### src/design/pmst_consts.vh
`ifndef PMST_CONSTS_VH
`define PMST_CONSTS_VH
// arbitrary bus address and revision value
`define PMST_ADDR_DEF  7'h5c
`define PMST_REV_DEF   8'h22
`define PMST_CMD_PAGE  8'h00
`define PMST_CMD_CLEAR 8'h03
`define PMST_CMD_TEMP  8'h7d
`define PMST_CMD_CML   8'h7e
`define PMST_CMD_MFR   8'h80
`define PMST_CMD_VIN   8'h88
`define PMST_CMD_VOUT  8'h8b
`define PMST_CMD_TEMP1 8'h8d
`define PMST_CMD_REV   8'h98
`define PMST_CML_CMD   7
`define PMST_CML_DATA  6
`define PMST_CML_PEC   5
`define PMST_CML_MEM   4
`define PMST_CML_BUS   1
`define PMST_PEC_POLY  8'h07
`define PMST_PAGE_LIM  8'h07
`define PMST_SRC_VIN   4'h8
`define PMST_SRC_TEMP  4'h9
`define PMST_NBITS     4'h8
`define PMST_FILL      8'hff
`define PMST_PEC_IDX   3'h2
`define PMST_PEC_IDXP  3'h3
`define PMST_IDX_MAX   3'h7
`define PMST_RD_MAX    2'h3
`endif

### src/design/pmst_readback.v
`timescale 1ns/1ps
`default_nettype none
`include "pmst_consts.vh"
module pmst_readback #(
  parameter [6:0] P_ADDR = `PMST_ADDR_DEF,
  parameter [7:0] P_REV  = `PMST_REV_DEF
) (
  input  wire        i_sys_clk,
  input  wire        i_rstn,
  input  wire        i_scl,
  input  wire        i_sda,
  output wire        o_sda,
  output wire        o_sda_oe,
  output wire        o_alert_out_n,
  output wire        o_alert_out_n_oe,
  input  wire        i_shared_fault_line_1_n,
  input  wire        i_shared_fault_line_0_n,
  input  wire        i_ot_fault,
  input  wire        i_ot_warn,
  input  wire        i_ut_warn,
  input  wire        i_ut_fault,
  input  wire        i_nvm_fault,
  input  wire [7:0]  i_discharge_fault,
  input  wire [7:0]  i_start_attempt,
  input  wire [7:0]  i_line1_shutdown,
  input  wire [7:0]  i_line0_shutdown,
  input  wire [7:0]  i_servo_reached,
  input  wire [7:0]  i_trim_dac_output_on,
  input  wire [7:0]  i_dac_saturated,
  input  wire [7:0]  i_channel_on_cmd,
  input  wire [7:0]  i_off_on_discharge,
  input  wire [7:0]  i_adc_hires,
  input  wire        i_vinen_faulted_off,
  input  wire        i_watchdog_fault,
  input  wire        i_adc_valid,
  input  wire [3:0]  i_adc_src,
  input  wire [15:0] i_adc_l16,
  input  wire [15:0] i_adc_l11,
  output wire [2:0]  o_page,
  output wire        o_clear_faults,
  output wire [7:0]  o_turn_off_req,
  output wire        o_status_word_temp,
  output wire        o_status_word_cml
);
  localparam [2:0] ST_IDLE = 3'd0, ST_BIT = 3'd1, ST_ACK = 3'd2;
  localparam [2:0] ST_TX   = 3'd3, ST_RACK = 3'd4, ST_WAIT = 3'd5;
  function [7:0] crc8;
    input [7:0] c;
    input [7:0] d;
    integer k;
    reg [7:0] r;
    begin
      r = c ^ d;
      for (k = 0; k < 8; k = k + 1) begin
        r = r[7] ? ({r[6:0], 1'b0} ^ `PMST_PEC_POLY) : {r[6:0], 1'b0};
      end
      crc8 = r;
    end
  endfunction
  function known;
    input [7:0] c;
    begin
      case (c)
        `PMST_CMD_PAGE, `PMST_CMD_CLEAR, `PMST_CMD_TEMP, `PMST_CMD_CML,
        `PMST_CMD_MFR, `PMST_CMD_VIN, `PMST_CMD_VOUT, `PMST_CMD_TEMP1,
        `PMST_CMD_REV: known = 1'b1;
        default: known = 1'b0;
      endcase
    end
  endfunction
  wire [3:0] sync_q;
  wire       scl_s = sync_q[0], sda_s = sync_q[1];
  wire       line0_s = sync_q[2], line1_s = sync_q[3];

  pmst_sync u_sync (
    .i_sys_clk (i_sys_clk),
    .i_rstn    (i_rstn),
    .i_d       ({i_shared_fault_line_1_n, i_shared_fault_line_0_n, i_sda, i_scl}),
    .o_q       (sync_q)
  );
  reg [2:0]  state_reg, byte_idx_reg, page_reg;
  reg [3:0]  bit_cnt_reg, temp_reg;
  reg [1:0]  rd_idx_reg;
  reg [4:0]  cml_reg;
  reg [7:0]  sh_reg, tx_reg, cmd_reg, data_reg, crc_reg;
  reg [7:0]  disch_reg, f1_reg, f0_reg, sat_reg, off_reg;
  reg [15:0] rd_word_reg, vin_reg, tmp1_reg;
  reg [15:0] vout_reg [0:7];
  reg        is_read_reg, have_cmd_reg, got_data_reg, pec_bad_reg, mack_reg;
  reg        scl_d_reg, sda_d_reg, sda_oe_reg, clr_reg;
  reg        ev_cmd_reg, ev_data_reg, ev_pec_reg, ev_bus_reg;
  reg        wdog_reg, alert_reg, sw_temp_reg, sw_cml_reg;
  wire scl_rise  = scl_s & ~scl_d_reg, scl_fall = ~scl_s & scl_d_reg;
  wire start_det = scl_s & scl_d_reg & sda_d_reg & ~sda_s;
  wire stop_det  = scl_s & scl_d_reg & ~sda_d_reg & sda_s;

  wire [7:0] temp_byte = {temp_reg, 4'h0};
  wire [7:0] cml_byte = {cml_reg[4:1], 2'b00, cml_reg[0], 1'b0};
  wire [7:0] mfr_byte = {disch_reg[page_reg], f1_reg[page_reg], f0_reg[page_reg],
                         i_servo_reached[page_reg], i_trim_dac_output_on[page_reg],
                         sat_reg[page_reg], i_vinen_faulted_off, wdog_reg};

  reg [15:0] cur_word;
  always @* begin
    case (cmd_reg)
      `PMST_CMD_PAGE:  cur_word = {13'h0000, page_reg};
      `PMST_CMD_TEMP:  cur_word = {8'h00, temp_byte};
      `PMST_CMD_CML:   cur_word = {8'h00, cml_byte};
      `PMST_CMD_MFR:   cur_word = {8'h00, mfr_byte};
      `PMST_CMD_VIN:   cur_word = vin_reg;
      `PMST_CMD_VOUT:  cur_word = vout_reg[page_reg];
      `PMST_CMD_TEMP1: cur_word = tmp1_reg;
      `PMST_CMD_REV:   cur_word = {8'h00, P_REV};
      default:         cur_word = {8'h00, `PMST_FILL};
    endcase
  end

  wire       is_word = (cmd_reg == `PMST_CMD_VIN) || (cmd_reg == `PMST_CMD_VOUT) ||
                       (cmd_reg == `PMST_CMD_TEMP1);
  wire [1:0] rd_len = is_word ? 2'd2 : 2'd1;
  reg  [7:0] rd_byte;
  always @* begin
    if (rd_idx_reg < rd_len) begin
      rd_byte = rd_idx_reg[0] ? rd_word_reg[15:8] : rd_word_reg[7:0];
    end else if (rd_idx_reg == rd_len) begin
      rd_byte = crc_reg;
    end else begin
      rd_byte = `PMST_FILL;
    end
  end

  wire [2:0] pec_idx = (cmd_reg == `PMST_CMD_PAGE) ? `PMST_PEC_IDXP : `PMST_PEC_IDX;
  wire tx_load = scl_fall & (((state_reg == ST_ACK) & is_read_reg) |
                             ((state_reg == ST_RACK) & mack_reg));

  always @(posedge i_sys_clk or negedge i_rstn) begin
    if (!i_rstn) begin
      state_reg    <= ST_IDLE;
      bit_cnt_reg  <= 4'h0;
      sh_reg       <= 8'h00;
      tx_reg       <= 8'h00;
      byte_idx_reg <= 3'h0;
      rd_idx_reg   <= 2'h0;
      is_read_reg  <= 1'b0;
      have_cmd_reg <= 1'b0;
      got_data_reg <= 1'b0;
      pec_bad_reg  <= 1'b0;
      mack_reg     <= 1'b0;
      cmd_reg      <= 8'h00;
      data_reg     <= 8'h00;
      crc_reg      <= 8'h00;
      rd_word_reg  <= 16'h0000;
      page_reg     <= 3'h0;
      scl_d_reg    <= 1'b1;
      sda_d_reg    <= 1'b1;
      sda_oe_reg   <= 1'b0;
      ev_cmd_reg   <= 1'b0;
      ev_data_reg  <= 1'b0;
      ev_pec_reg   <= 1'b0;
      ev_bus_reg   <= 1'b0;
      clr_reg      <= 1'b0;
    end else begin
      scl_d_reg   <= scl_s;
      sda_d_reg   <= sda_s;
      ev_cmd_reg  <= 1'b0;
      ev_data_reg <= 1'b0;
      ev_pec_reg  <= 1'b0;
      ev_bus_reg  <= 1'b0;
      clr_reg     <= 1'b0;
      if (start_det) begin
        // a repeated start keeps the command and running pec
        state_reg    <= ST_BIT;
        bit_cnt_reg  <= 4'h0;
        byte_idx_reg <= 3'h0;
        sda_oe_reg   <= 1'b0;
      end else if (stop_det) begin
        state_reg  <= ST_IDLE;
        sda_oe_reg <= 1'b0;
        // writes act only at stop, so a bad pec can still veto them
        if (!is_read_reg && have_cmd_reg && !pec_bad_reg) begin
          if (cmd_reg == `PMST_CMD_PAGE && got_data_reg) begin
            if (data_reg > `PMST_PAGE_LIM) begin
              ev_data_reg <= 1'b1;
            end else begin
              page_reg <= data_reg[2:0];
            end
          end
          if (cmd_reg == `PMST_CMD_CLEAR) begin
            clr_reg <= 1'b1;
          end
        end
        have_cmd_reg <= 1'b0;
        is_read_reg  <= 1'b0;
        got_data_reg <= 1'b0;
        pec_bad_reg  <= 1'b0;
      end else if (tx_load) begin
        tx_reg      <= rd_byte;
        crc_reg     <= crc8(crc_reg, rd_byte);
        sda_oe_reg  <= ~rd_byte[7];
        bit_cnt_reg <= 4'h1;
        rd_idx_reg  <= (rd_idx_reg == `PMST_RD_MAX) ? rd_idx_reg : rd_idx_reg + 2'h1;
        state_reg   <= ST_TX;
      end else begin
        case (state_reg)
          ST_BIT: begin
            if (scl_rise) begin
              sh_reg      <= {sh_reg[6:0], sda_s};
              bit_cnt_reg <= bit_cnt_reg + 4'h1;
            end else if (scl_fall && bit_cnt_reg == `PMST_NBITS) begin
              bit_cnt_reg <= 4'h0;
              state_reg   <= ST_ACK;
              sda_oe_reg  <= 1'b1;
              if (byte_idx_reg == 3'h0) begin
                if (sh_reg[7:1] != P_ADDR) begin
                  state_reg  <= ST_WAIT;
                  sda_oe_reg <= 1'b0;
                end else if (!sh_reg[0]) begin
                  crc_reg      <= crc8(8'h00, sh_reg);
                  is_read_reg  <= 1'b0;
                  byte_idx_reg <= 3'h1;
                end else if (have_cmd_reg) begin
                  crc_reg     <= crc8(crc_reg, sh_reg);
                  is_read_reg <= 1'b1;
                  rd_idx_reg  <= 2'h0;
                  rd_word_reg <= cur_word;
                end else begin
                  ev_bus_reg <= 1'b1;
                  state_reg  <= ST_WAIT;
                  sda_oe_reg <= 1'b0;
                end
              end else begin
                crc_reg <= crc8(crc_reg, sh_reg);
                if (byte_idx_reg != `PMST_IDX_MAX) begin
                  byte_idx_reg <= byte_idx_reg + 3'h1;
                end
                if (byte_idx_reg == 3'h1) begin
                  cmd_reg      <= sh_reg;
                  have_cmd_reg <= 1'b1;
                  if (!known(sh_reg)) begin
                    ev_cmd_reg <= 1'b1;
                  end
                end else if (byte_idx_reg == 3'h2 && cmd_reg == `PMST_CMD_PAGE) begin
                  data_reg     <= sh_reg;
                  got_data_reg <= 1'b1;
                end else if (byte_idx_reg != pec_idx || sh_reg != crc_reg) begin
                  ev_pec_reg  <= 1'b1;
                  pec_bad_reg <= 1'b1;
                end
              end
            end
          end
          ST_ACK: begin
            if (scl_fall) begin
              sda_oe_reg <= 1'b0;
              state_reg  <= ST_BIT;
            end
          end
          ST_TX: begin
            if (scl_fall) begin
              if (bit_cnt_reg == `PMST_NBITS) begin
                sda_oe_reg <= 1'b0;
                state_reg  <= ST_RACK;
              end else begin
                tx_reg      <= {tx_reg[6:0], 1'b1};
                sda_oe_reg  <= ~tx_reg[6];
                bit_cnt_reg <= bit_cnt_reg + 4'h1;
              end
            end
          end
          ST_RACK: begin
            if (scl_rise) begin
              mack_reg <= ~sda_s;
            end else if (scl_fall) begin
              state_reg <= ST_WAIT;
            end
          end
          ST_IDLE, ST_WAIT: begin
            sda_oe_reg <= 1'b0;
          end
          default: begin
            state_reg <= ST_IDLE;
          end
        endcase
      end
    end
  end

  // status flags: a set in the clearing cycle wins
  wire [7:0] ch_clr = {8{clr_reg}} | i_channel_on_cmd;
  wire [3:0] temp_next = (clr_reg ? 4'h0 : temp_reg) |
                         {i_ot_fault, i_ot_warn, i_ut_warn, i_ut_fault};
  wire [4:0] cml_next = (clr_reg ? 5'h00 : cml_reg) |
                        {ev_cmd_reg, ev_data_reg, ev_pec_reg, i_nvm_fault, ev_bus_reg};
  wire [7:0] disch_next = (disch_reg & ~ch_clr) | i_discharge_fault;
  wire [7:0] f1_next = (f1_reg & ~ch_clr) | i_line1_shutdown | (i_start_attempt & {8{~line1_s}});
  wire [7:0] f0_next = (f0_reg & ~ch_clr) | i_line0_shutdown | (i_start_attempt & {8{~line0_s}});
  wire [7:0] sat_next = (sat_reg & ~ch_clr) | i_dac_saturated;
  wire       wdog_next = (wdog_reg & ~clr_reg) | i_watchdog_fault;
  // dac saturation is sticky but deliberately left off the alert
  wire alert_next = (|disch_next) | (|f1_next) | (|f0_next) | wdog_next;
  integer i;

  always @(posedge i_sys_clk or negedge i_rstn) begin
    if (!i_rstn) begin
      temp_reg    <= 4'h0;
      cml_reg     <= 5'h00;
      disch_reg   <= 8'h00;
      f1_reg      <= 8'h00;
      f0_reg      <= 8'h00;
      sat_reg     <= 8'h00;
      wdog_reg    <= 1'b0;
      alert_reg   <= 1'b0;
      sw_temp_reg <= 1'b0;
      sw_cml_reg  <= 1'b0;
      off_reg     <= 8'h00;
    end else begin
      temp_reg    <= temp_next;
      cml_reg     <= cml_next;
      disch_reg   <= disch_next;
      f1_reg      <= f1_next;
      f0_reg      <= f0_next;
      sat_reg     <= sat_next;
      wdog_reg    <= wdog_next;
      alert_reg   <= alert_next;
      sw_temp_reg <= |temp_next;
      sw_cml_reg  <= |cml_next;
      off_reg     <= i_discharge_fault & i_off_on_discharge;
    end
  end

  // whole words latch per conversion; reads also snapshot at address
  always @(posedge i_sys_clk or negedge i_rstn) begin
    if (!i_rstn) begin
      vin_reg  <= 16'h0000;
      tmp1_reg <= 16'h0000;
      for (i = 0; i < 8; i = i + 1) begin
        vout_reg[i] <= 16'h0000;
      end
    end else if (i_adc_valid) begin
      if (i_adc_src == `PMST_SRC_VIN) begin
        vin_reg <= i_adc_l11;
      end else if (i_adc_src == `PMST_SRC_TEMP) begin
        tmp1_reg <= i_adc_l11;
      end else if (!i_adc_src[3]) begin
        vout_reg[i_adc_src[2:0]] <= (i_adc_src[0] && i_adc_hires[i_adc_src[2:0]]) ?
                                    i_adc_l11 : i_adc_l16;
      end
    end
  end

  assign o_sda              = 1'b0;
  assign o_sda_oe           = sda_oe_reg;
  assign o_alert_out_n      = 1'b0;
  assign o_alert_out_n_oe   = alert_reg;
  assign o_page             = page_reg;
  assign o_clear_faults     = clr_reg;
  assign o_turn_off_req     = off_reg;
  assign o_status_word_temp = sw_temp_reg;
  assign o_status_word_cml  = sw_cml_reg;
endmodule
`default_nettype wire

### src/design/pmst_sync.v
`timescale 1ns/1ps
`default_nettype none
// two flip-flop synchroniser for pin inputs
module pmst_sync (
  input  wire       i_sys_clk,
  input  wire       i_rstn,
  input  wire [3:0] i_d,
  output wire [3:0] o_q
);
  reg [3:0] meta_reg;
  reg [3:0] q_reg;
  // idle bus and fault lines sit high, so reset to high
  always @(posedge i_sys_clk or negedge i_rstn) begin
    if (!i_rstn) begin
      meta_reg <= 4'hf;
      q_reg    <= 4'hf;
    end else begin
      meta_reg <= i_d;
      q_reg    <= meta_reg;
    end
  end
  assign o_q = q_reg;
endmodule
`default_nettype wire

### config.mk
export PLATFORM = sky130hd
export DESIGN_NAME = pmst_readback
export DESIGN_NICKNAME = d
export VERILOG_FILES = /design/src/design/pmst_readback.v /design/src/design/pmst_sync.v
export VERILOG_INCLUDE_DIRS = /design/src /design/src/design
export SDC_FILE = /design/constraint.sdc
export NUM_CORES = 1
export LEC_CHECK = 0
export ABC_AREA = 1
export BUFFER_PORTS_ARGS = -buffer_cell sky130_fd_sc_hd__buf_2
export CAP_MARGIN = 20
export CORE_ASPECT_RATIO = 0.9
export CORE_MARGIN = 10
export CORE_UTILIZATION = 60
export DETAILED_ROUTE_END_ITERATION = 6
export HOLD_SLACK_MARGIN = 0.12
export PLACE_DENSITY = 0.81
export SETUP_SLACK_MARGIN = 0.5
export SYNTH_ARGS = -nofsm -noshare
export SYNTH_HDL_FRONTEND = slang
export SYNTH_SLANG_ARGS = --single-unit
### constraint.sdc
create_clock -name i_sys_clk -period 3.85 [get_ports i_sys_clk]
set_input_delay 1.155 -clock i_sys_clk [delete_from_list [all_inputs] [get_ports i_sys_clk]]
set_output_delay 1.155 -clock i_sys_clk [all_outputs]
set_load 0.01 [all_outputs]
* Word level (Yosys, flattened, before mapping) *
Cells that the tools add are included.

storage, ports and cells
  register bits after elaboration = 304
  input bits = 130
  output and inout port bits = 18
  word-level logic and storage cells = 460

cells by class
  add/sub/neg operators = 3
  magnitude comparators = 7
  eq/ne operators = 61
  muxes and demuxes = 200
  bitwise gates (word level) = 81
  reductions and logical operators = 61

operators with widths
  cell                count
  $mux 3              48
  $bwmux 128          1
  $pmux 16 s8         1
  $mux 1              100
  $mux 8              11
  $eq 8x8->1 const B  10
  $not 3->3           24
  $mux 16             4
  $and 8x8->8         7
  $or 8x8->8          7
  $bmux 16 s3         1
  $demux 16 s3        1
  $ne 5x5->1 const B  8
  $reduce_and 8->1    5
  $eq 8x7->1 const B  4
  $mux 4              8
  $reduce_and 5->1    6
  $reduce_bool 2->1   15
  $mux 7              4
  $reduce_or 8->1     3
  $bmux 1 s3          7
  $mux 2              10
  $ne 2x2->1 const B  10
  $not 1->1           20
  51 further kinds    98

* Longest topological paths before layout *
Gate-level depths: netlist of the first run.

  word-level depth = 25
  depth in mapped cells = 21

* By module *
Synthesis of the first run repeated with hierarchy kept, for this count alone.

unflattened totals
  cell total of the unflattened synthesis = 1879
  area, all modules = 15280.9 um^2

modules (own cells, without submodules)
  module         instances  cells an instance  area each (um^2)  sequential area each (um^2)
  pmst_readback  1          1871               15070.7           7409.6
  pmst_sync      1          8                  210.2             210.2

* Worst setup path after synthesis of the first run *
No wires, ideal clock.

  path type = register to register
  start = register cmd_reg[6]
  end = register crc_reg[3]
  setup time = 0.117 ns
  arrival time = 2.540 ns
  required time = 3.733 ns
  setup slack = 1.193 ns
  cell stages (with the launch flop) = 18
  clock period less this slack = 2.657 ns
  path through = dfrtp_1 inv_1 nand4_2 nor4_4 nor3_1 ha_1 a21oi_1 buf_4 nand3_1 nand2_1 xor2_1 nand2_1 nand2_1 nand2_1 nand3_1 nand2_1 nand2_1 nand2_1

on the way
  longest elaborated chain between the ends = 14
  elaborated cells between the ends (all ways) = 19
  those cells by class = 1 x order compare; 4 x eq/ne; 8 x mux; 4 x bitwise; 2 x reduce/logical

RTL lines
  element                     RTL line             RTL
  from (decl)                 pmst_readback.v:85   reg [7:0] sh_reg, tx_reg, cmd_reg, data_reg, crc_reg;
  from (signal assigned)      pmst_readback.v:237  cmd_reg <= sh_reg;
  $eq 8x8->1                  -
  $logic_or 1x1->1            pmst_readback.v:118  wire is_word = (cmd_reg == `PMST_CMD_VIN) || (cmd_reg == `PMST_CMD_VOUT) ||
  $logic_or 1x1->1 *          pmst_readback.v:118
  $mux 2 *                    pmst_readback.v:120  wire [1:0] rd_len = is_word ? 2'd2 : 2'd1;
  $eq 2x2->1                  pmst_readback.v:125  end else if (rd_idx_reg == rd_len) begin
  $mux 8                      pmst_readback.v:125
  $mux 8 *                    pmst_readback.v:123  if (rd_idx_reg < rd_len) begin
  $xor 8x8->8 *               pmst_readback.v:53   r = c ^ d;
  $mux 3                      pmst_readback.v:55   r = r[7] ? ({r[6:0], 1'b0} ^ `PMST_PEC_POLY) : {r[6:0], 1'b0};
  $not 3->3 (no source line)  -
  $mux 3                      pmst_readback.v:55
  $not 3->3 (no source line)  -
  $mux 3 *                    pmst_readback.v:55
  $mux 8 *                    pmst_readback.v:196  end else if (tx_load) begin
  to (signal assigned)        pmst_readback.v:198  crc_reg <= crc8(crc_reg, rd_byte);
  to (signal assigned)        pmst_readback.v:218  crc_reg <= crc8(8'h00, sh_reg);
  to (signal assigned)        pmst_readback.v:222  crc_reg <= crc8(crc_reg, sh_reg);
  to (decl)                   pmst_readback.v:85

Every way passes the cells marked *; elsewhere a longest branch is shown, timed or not.
A chain may end at the register's enable or synchronous reset.

* Final worst setup path of the first run *
  start = register cmd_reg[4]
  end = register crc_reg[4]

The elaborated chain is that of the path after synthesis.

==> results of run 1 <==
cells in the final DEF (no fill, tap or decap), types with 5 or more instances in the layout:
| cell type | netlist | layout |
|---|---|---|
| sky130_fd_sc_hd__nor2_1 | 148 | 148 |
| sky130_fd_sc_hd__or2_2 | 10 | 10 |
| sky130_fd_sc_hd__ha_1 | 24 | 24 |
| sky130_fd_sc_hd__nand3_1 | 86 | 86 |
| sky130_fd_sc_hd__xor2_1 | 13 | 13 |
| sky130_fd_sc_hd__nand2_2 | 6 | 7 |
| sky130_fd_sc_hd__a221oi_1 | 5 | 5 |
| sky130_fd_sc_hd__clkinv_2 | 0 | 6 |
| sky130_fd_sc_hd__o21bai_1 | 19 | 19 |
| sky130_fd_sc_hd__a22o_1 | 5 | 5 |
| sky130_fd_sc_hd__clkbuf_16 | 0 | 31 |
| sky130_fd_sc_hd__nand2_1 | 408 | 407 |
| sky130_fd_sc_hd__o221ai_1 | 25 | 25 |
| sky130_fd_sc_hd__nand4_1 | 18 | 18 |
| sky130_fd_sc_hd__o21ai_1 | 11 | 11 |
| sky130_fd_sc_hd__nor3_1 | 11 | 10 |
| sky130_fd_sc_hd__nor2_2 | 13 | 13 |
| sky130_fd_sc_hd__a21oi_1 | 64 | 64 |
| sky130_fd_sc_hd__clkbuf_8 | 0 | 6 |
| sky130_fd_sc_hd__a31oi_1 | 7 | 7 |
| sky130_fd_sc_hd__nor4_1 | 10 | 10 |
| sky130_fd_sc_hd__o22ai_1 | 19 | 19 |
| sky130_fd_sc_hd__clkbuf_1 | 62 | 9 |
| sky130_fd_sc_hd__xnor2_1 | 16 | 16 |
| sky130_fd_sc_hd__inv_2 | 9 | 9 |
| sky130_fd_sc_hd__buf_2 | 13 | 140 |
| sky130_fd_sc_hd__buf_4 | 6 | 21 |
| sky130_fd_sc_hd__dfrtp_1 | 294 | 293 |
| sky130_fd_sc_hd__inv_1 | 169 | 169 |
| sky130_fd_sc_hd__dfstp_2 | 10 | 10 |
| sky130_fd_sc_hd__o21ai_0 | 313 | 313 |
| sky130_fd_sc_hd__o211ai_1 | 17 | 17 |
worst reg2reg max path, cell delays in order (launching register included):
cell,delay (ps)
sky130_fd_sc_hd__dfrtp_1,410
sky130_fd_sc_hd__inv_1,140
sky130_fd_sc_hd__nand4_2,220
sky130_fd_sc_hd__nor4_4,240
sky130_fd_sc_hd__nor3_2,120
sky130_fd_sc_hd__ha_1,340
sky130_fd_sc_hd__a21oi_1,170
sky130_fd_sc_hd__buf_4,200
sky130_fd_sc_hd__nand3_1,120
sky130_fd_sc_hd__nand2_1,120
sky130_fd_sc_hd__xor2_1,300
sky130_fd_sc_hd__nand2_1,140
sky130_fd_sc_hd__nand3_1,120
sky130_fd_sc_hd__nand3_1,90
sky130_fd_sc_hd__nand2_1,80
sky130_fd_sc_hd__nand2_1,50
sky130_fd_sc_hd__nand2_1,50
layer usage:
layer  part of all wire, %  routed length [um]  up-vias  track usage (%)
li1                      -                   -     6462                -
met1                    44               18730     6530            36.78
met2                    44               19000      697            41.28
met3                    10                4336       73            5.344
met4                   2.2                 950        0            6.998
met5                     0                   0        -                0
cells in the mapped netlist, types with 4 or more instances:
cell type | instances | share of area, %
sky130_fd_sc_hd__nand4_1 | 18 | 0.73
sky130_fd_sc_hd__nand2_2 | 6 | 0.24
sky130_fd_sc_hd__inv_2 | 9 | 0.22
sky130_fd_sc_hd__nor3_1 | 11 | 0.36
sky130_fd_sc_hd__nor2_2 | 13 | 0.53
sky130_fd_sc_hd__o21ai_1 | 11 | 0.36
sky130_fd_sc_hd__dfstp_2 | 10 | 1.7
sky130_fd_sc_hd__nand2_1 | 408 | 10
sky130_fd_sc_hd__a221oi_1 | 5 | 0.29
sky130_fd_sc_hd__a22o_1 | 5 | 0.29
sky130_fd_sc_hd__o22ai_1 | 19 | 0.77
sky130_fd_sc_hd__ha_1 | 24 | 2.0
sky130_fd_sc_hd__nand3_1 | 86 | 2.8
sky130_fd_sc_hd__o21bai_1 | 19 | 0.93
sky130_fd_sc_hd__buf_4 | 6 | 0.29
sky130_fd_sc_hd__inv_1 | 169 | 4.1
sky130_fd_sc_hd__nor2_1 | 148 | 3.6
sky130_fd_sc_hd__o211ai_1 | 17 | 0.83
sky130_fd_sc_hd__nor4_1 | 10 | 0.41
sky130_fd_sc_hd__or2_2 | 10 | 0.41
sky130_fd_sc_hd__o21ai_0 | 313 | 10
sky130_fd_sc_hd__xnor2_1 | 16 | 0.91
sky130_fd_sc_hd__a21o_1 | 4 | 0.20
sky130_fd_sc_hd__dfrtp_1 | 294 | 48
sky130_fd_sc_hd__buf_2 | 13 | 0.42
sky130_fd_sc_hd__a31oi_1 | 7 | 0.29
sky130_fd_sc_hd__xor2_1 | 13 | 0.74
sky130_fd_sc_hd__clkbuf_1 | 62 | 1.5
sky130_fd_sc_hd__o21a_1 | 4 | 0.20
sky130_fd_sc_hd__a21oi_1 | 64 | 2.1
sky130_fd_sc_hd__o221ai_1 | 25 | 1.4
cells by family (layout without fill, tap and decap cells):
group,count (synthesis),after routing,synth area share [%]
other,1,2,0.02444
XOR/XNOR,29,29,1.655
AND/OR/NAND/NOR,732,732,20.76
flip-flops,304,304,49.66
multiplexers,3,3,0.2202
adder cells (fa/ha/maj),24,24,1.957
AO/OA/AOI/OAI,507,507,18.80
buffers and inverters,267,404,6.923
area by class of cell:
type                       count  area (um^2)
clock inverter                12        166.4
sequential                   304         7621
fill                        2006         7751
tap                          342        427.9
inverter                     179        674.4
multi-input combinational   1297         6673
clock buffer                  46        892.1
timing repair buffer         167        980.9
power breakdown:
part           leakage, nW  switching, W  internal, W
clock network        0.520       0.00125      0.00187
registers             3.82      0.000397      0.00372
logic                 4.16       0.00170     0.000976
per-stage QoR:
| stage | instance area [um^2] | hold slack, ps | power (W) |
|---|---|---|---|
| global placement | 16340 | 345.9 | 0.006643 |
| detailed placement | 16340 | 347.0 | 0.006776 |
| CTS | 17400 | 355.6 | 0.009895 |
| finish | 17440 | 354.6 | 0.009911 |
| floorplan | 15350 | 345.2 | 0.006059 |
| global route | 17440 | 360.5 | 0.01054 |
worst paths after layout:
check / end / from / cells past startpoint
max: crc_reg[4] / cmd_reg[4] / 16
min: u_sync.o_q[1] / u_sync.meta_reg[1] / 0
max reg2reg: crc_reg[4] / cmd_reg[4] / 16
min reg2reg: u_sync.o_q[1] / u_sync.meta_reg[1] / 0
max in group asynchronous: u_sync.o_q[2] / i_rstn / 2
min in group asynchronous: cml_reg[0] / i_rstn / 1
==> out/metrics.yaml, run 1 <==
synth:
  synthesis.area_per_instance_um2: 8.218
  yosys_warnings: 0
  netlist_instances: 1867
  ys_seq_area_share_pct: 49.66
  synth_ff_type: "sky130_fd_sc_hd__dfrtp_1"
  synth_area_um2: 15340
  async_flop_share_pct: 100.0
  synth_enable_flop_cells: 0
  synth.ff_latch_count: 304
  synth.distinct_cells: 57
clock_network:
  post_cts.resized_instances: 0
  ctsHtreeMaxLevel: 1
  cts.hold.buffers_added: 0
  clk_root_buffer_cell: "sky130_fd_sc_hd__clkbuf_16"
  clk-insertion-delay-late_ps: 570
  cts_buffer_depth: 3
  post_cts_setup_repair_bufs: 0
  cts.clk_slew.worst_paths_ps: 60
  clock_tree_from_tritoncts: "built"
  numClockSinks: 304
  cts-buffers-inserted: 31
route:
  drt-pass1-iter-count: 6
  route.vias.total: 13762
  wl_um: 43020
  avgViaCountPerCell: 5.864
  detailedRoute.firstIterationViolations: 1613
  postRouteAntennaNets: 0
  route.detailed.drc: 0
  wl_per_cell_um: 18.33
setup_path:
  timing.critical_path.required_ps: 4350
  critPathCaptureType: "register"
  startpoint_type: "register"
  crit_arrival_ps: 3460
  crit_chain: "inv_1 > nand4_2 > nor4_4 > nor3_2 > ha_1 > a21oi_1 > buf_4 > nand3_1 > nand2_1 > xor2_1 > nand2_1 > nand3_1 > nand3_1 > nand2_1 > nand2_1 > nand2_1"
  timing_worst_setup_path_type: "reg2reg"
  cp_slowest_cell: "sky130_fd_sc_hd__dfrtp_1"
  worst-path-buf-inv: 2
  cp_top_family: "simple AND/OR/NAND/NOR gates"
  reg2reg_slack_ps: 890
  crit_path_max_fanout: 11
  max_stage_delay_ps: 410
  worst_path_most_repeated_cell: "sky130_fd_sc_hd__nand2_1"
sta:
  rsz_0062_raised_after_global_routing: "false"
  final_setup_violation_count: 0
  hold_viol_final: 0
  timing.final.crit_period_ps: 2961
  worst_slew_margin_rel_pct: 45.13
  report.final.slew_viol_count: 0
  period_share_pct: 76.91
  clock_skew_ps: 13.24
  final_critical_path_setup_slack_ps: 889.1
  timing_worst_slew_pin_value_ps: 823.1
  setup_total_negative_slack_ps: 0
  maxClockFrequency_mhz: 337.7
global_route:
  grt_start_max_net_pins: 97
  grt_first_pass_wirelength_um: 70190
  vias_in_the_first_global_route: 13381
  grt.overflow.total: 0
  number_of_antenna_violations_at_the_first_check_in_global_routing: 0
  groute.usage.overall_pct: 26.38
die:
  initial_core_util_pct: 60.92
  die_area_um2: 32380
  floorplan.io_pins: 148
  die_h_um: 171.7
  die_width_um: 188.6
  row_count: 55
  fp.coreArea_um2: 25190
placement:
  pre_cts_setup_slack_ps: 686.4
  dp.final_hpwl_um: 29760
  port_buffers: 141
  numPlacedInstances: 2288
  place.gp.congestion: 0.9051
power_and_ir_drop:
  power_per_cell_area_nw_per_um2: 568.4
  power_leakage_nw: 8.498
  vdd_drop_max_mv: 0.3869
finish:
  area.growth.synth_to_final_pct: 13.63
  number_of_cells_in_the_finished_layout_apart_from_fillers: 2347
  num_antenna_cells: 0
  utilization_after_layout_pct: 69.23
  drive_above_1_share_pct: 14.81
  number_of_nets_in_the_final_layout: 2134
  largest_register_ff_count: 128
worst_hold_path:
  min-delay-path-class: "reg2reg"
run:
  drv_cap: 0
outcome:
  outcome: "completed"
Power figures use the tool's default switching activity.
==> run 2: changes to the inputs <==
ABC_AREA = 0   (was 1)
clock period = 3 ns   (was 3.85 ns; I/O delays follow)
==> run 2 against run 1 <==
  * Hold slack worse by 71 ps
  * Highest routed layer unchanged
  * Largest cell class unchanged
  * Combinational power grew 75%
  * Utilization increased by 3.9 points
  * Maximum frequency decreased by 0.79%
  * Critical endpoint is now crc_reg[2]
==> out/metrics.yaml, run 2 <==
outcome:
  outcome: "completed"
power_and_ir_drop:
  power_report.internal_total_w: 0.009269
  p_seq_share_pct: 39.3
  vdd_drop_max_mv: 0.5036
  clkPwrFrac_pct: 26.9
  report.power.total_w: 0.01387
  p_switching_w: 0.004602
  combPwrFrac_pct: 33.8
  fraction_of_power_spent_switching_nets_pct: 33.17
  power_leakage_nw: 7.754
  power_per_cell_area_nw_per_um2: 778.0
sta:
  maxClockFrequency_mhz: 335.1
  report.final.slew_viol_count: 0
  final_setup_violation_count: 0
  timing.final.crit_period_ps: 2985
  final_critical_path_setup_slack_ps: 15.48
  timing_worst_slew_pin_value_ps: 893.2
  rsz_0062_raised_after_global_routing: "true"
  period_share_pct: 99.48
  worst_slew_margin_rel_pct: 40.45
  clock_skew_ps: 21.30
  hold_viol_final: 0
die:
  fp.coreArea_um2: 24390
  die_width_um: 186.6
  initial_core_util_pct: 61.45
  floorplan.io_pins: 148
  die_h_um: 169.9
  die_area_um2: 31710
  row_count: 54
finish:
  final_design_area_no_fill_um2: 17830
  drive_above_1_share_pct: 28.99
  utilization_after_layout_pct: 73.09
  area.growth.synth_to_final_pct: 18.95
  layout_commonest_cell: "sky130_fd_sc_hd__dfrtp_1"
  number_of_cells_in_the_finished_layout_apart_from_fillers: 1917
  largest_register_ff_count: 128
  most-common-layout-cells: "sky130_fd_sc_hd__dfrtp_1 (289), sky130_fd_sc_hd__buf_2 (140), sky130_fd_sc_hd__nor2_1 (139), sky130_fd_sc_hd__nand2_1 (125), sky130_fd_sc_hd__a21oi_1 (109)"
  number_of_nets_in_the_final_layout: 1710
placement:
  place.gp.congestion: 0.9446
  numPlacedInstances: 1836
  pre_cts_setup_slack_ps: 18.73
  postPlaceCellArea_um2: 16450
  port_buffers: 141
  dp.final_hpwl_um: 28670
route:
  drt-pass1-iter-count: 6
  wl_per_cell_um: 21.61
  wl_um: 41420
  avgViaCountPerCell: 6.233
  route.vias.total: 11949
  route.detailed.drc: 0
  detailedRoute.firstIterationViolations: 1117
  postRouteAntennaNets: 0
global_route:
  grt_first_pass_wirelength_um: 66070
  grt.overflow.total: 0
  groute.usage.overall_pct: 25.41
  grt_start_max_net_pins: 69
  number_of_antenna_violations_at_the_first_check_in_global_routing: 1
  vias_in_the_first_global_route: 12410
setup_path:
  reg2reg_slack_ps: 20
  r2r_cells: 12
  crit_arrival_ps: 3430
  cp_slowest_cell: "sky130_fd_sc_hd__dfrtp_1"
  timing_worst_setup_path_type: "reg2reg"
  critPathCaptureType: "register"
  max_stage_delay_ps: 410
  crit_chain: "nor4b_4 > and2_4 > nand2_4 > ha_4 > nor2b_4 > buf_4 > a211oi_2 > o22ai_2 > a32oi_2 > xnor2_2 > xnor3_1 > a221o_1"
  crit_path_max_fanout: 5
  timing.critical_path.required_ps: 3450
  startpoint_type: "register"
synth:
  yosys_warnings: 0
  synth_top_area_cell: "sky130_fd_sc_hd__dfrtp_1"
  async_flop_share_pct: 100.0
  synth_top_cells_by_count: "sky130_fd_sc_hd__dfrtp_1 (294), sky130_fd_sc_hd__nor2_1 (146), sky130_fd_sc_hd__nand2_1 (129)"
  synth.ff_latch_count: 304
  ys_seq_area_share_pct: 50.84
  synthesis.area_per_instance_um2: 10.84
  netlist_instances: 1383
  synthMostInstantiatedCell: "sky130_fd_sc_hd__dfrtp_1"
  synth_ff_type: "sky130_fd_sc_hd__dfrtp_1"
  synth.distinct_cells: 80
  post_synth_main_area_contributors: "sky130_fd_sc_hd__dfrtp_1 (49%), sky130_fd_sc_hd__mux4_2 (6.8%), sky130_fd_sc_hd__mux2_2 (4.7%)"
  synth_top_area_share_pct: 49.09
  synth_area_um2: 14990
  synth_enable_flop_cells: 0
clock_network:
  ctsHtreeMaxLevel: 1
  numClockSinks: 304
  clock_tree_from_tritoncts: "built"
  clk_root_buffer_cell: "sky130_fd_sc_hd__clkbuf_16"
  cts-buffers-inserted: 30
  clk-insertion-delay-late_ps: 580
  cts.clk_slew.worst_paths_ps: 70
  cts_buffer_depth: 3
run:
  drv_cap: 0
worst_hold_path:
  min-delay-path-class: "in2async"
==> run 2: changes by cell type in the layout (fill, tap and decap cells not counted), sizes merged, moves of 53 or more <==
cell,delta
buf,+53
inv,-162
mux2,+61
nand2,-286
nand3,-73
o21ai,-214
==> run 2: kinds of logic after synthesis <==
logic type,synth area share (%)
mux,14.12
other cells,0.02502
simple gates,12.81
compound gates,14.45
buf+inv,2.822
xor+xnor,2.922
flops,50.84
fa+ha+maj,2.004
==> run 2: final cells by class <==
class	count	area, um^2
Clock inverter	6	85.08
Tap cell	336	420.4
Clock buffer	50	895.9
Fill cell	1643	6563
Sequential cell	304	7626
Multi-Input combinational cell	980	7277
Timing Repair Buffer	221	1450
Inverter	19	71.32
Antenna cell	1	2.502
==> run 2: critical path: cells and delay by family, from the launching register on <==
kind	cells	cell delay (ps)
adders and majority gates	1	240
and+or+nand+nor	4	770
AOI/OAI and AO/OA	4	860
buffers and inverters	1	140
DFF	1	410
xor gates and xnor gates	2	420
==> run 2: path summary, 6_finish.rpt <==
| path | from | to |
|---|---|---|
| max | cmd_reg[5] | crc_reg[2] |
| min | i_rstn | vout_reg[116] |
| max reg2reg | cmd_reg[5] | crc_reg[2] |
| min reg2reg | u_sync.meta_reg[0] | u_sync.o_q[0] |
| max in group asynchronous | i_rstn | vout_reg[125] |
| min in group i_sys_clk | u_sync.meta_reg[0] | u_sync.o_q[0] |
==> run 2: power groups by stage <==
stage / registers (W) / logic [W] / clock network, W
5_1_grt: 0.00553 / 0.00512 / 0.00392
3_5_place_dp: 0.00548 / 0.00397 / 0
6_report: 0.00545 / 0.00469 / 0.00373
4_1_cts: 0.00542 / 0.00433 / 0.00375
2_1_floorplan: 0.00520 / 0.00323 / 0
3_3_place_gp: 0.00542 / 0.00383 / 0
==> run 2: per-layer routing <==
layer | wire length (um) | share of wire (%) | up-vias | track usage, %
met2 | 20060 | 48 | 608 | 42.74
met3 | 3377 | 8.2 | 101 | 5.415
met5 | 0 | 0 | - | 0
met4 | 1125 | 2.7 | 0 | 7.110
met1 | 16860 | 41 | 5893 | 32.88
li1 | - | - | 5347 | -
==> run 2: timing repair <==
action / 4_1_cts / 5_1_grt
gates resized for setup: 21 / 27
endpoints found under the setup margin: 31 / 53
setup buffers: 11 / 13
pin swaps: 6 / 18
hold buffers: 0 / 0
==> run 2: per-stage QoR <==
step / hold slack, ps / setup TNS, ps
3_5_place_dp: 346.8 / 0
2_1_floorplan: 345.2 / 0
3_3_place_gp: 345.4 / 0
6_report: 283.3 / 0
5_1_grt: 300.8 / -224.0
4_1_cts: 308.7 / 0
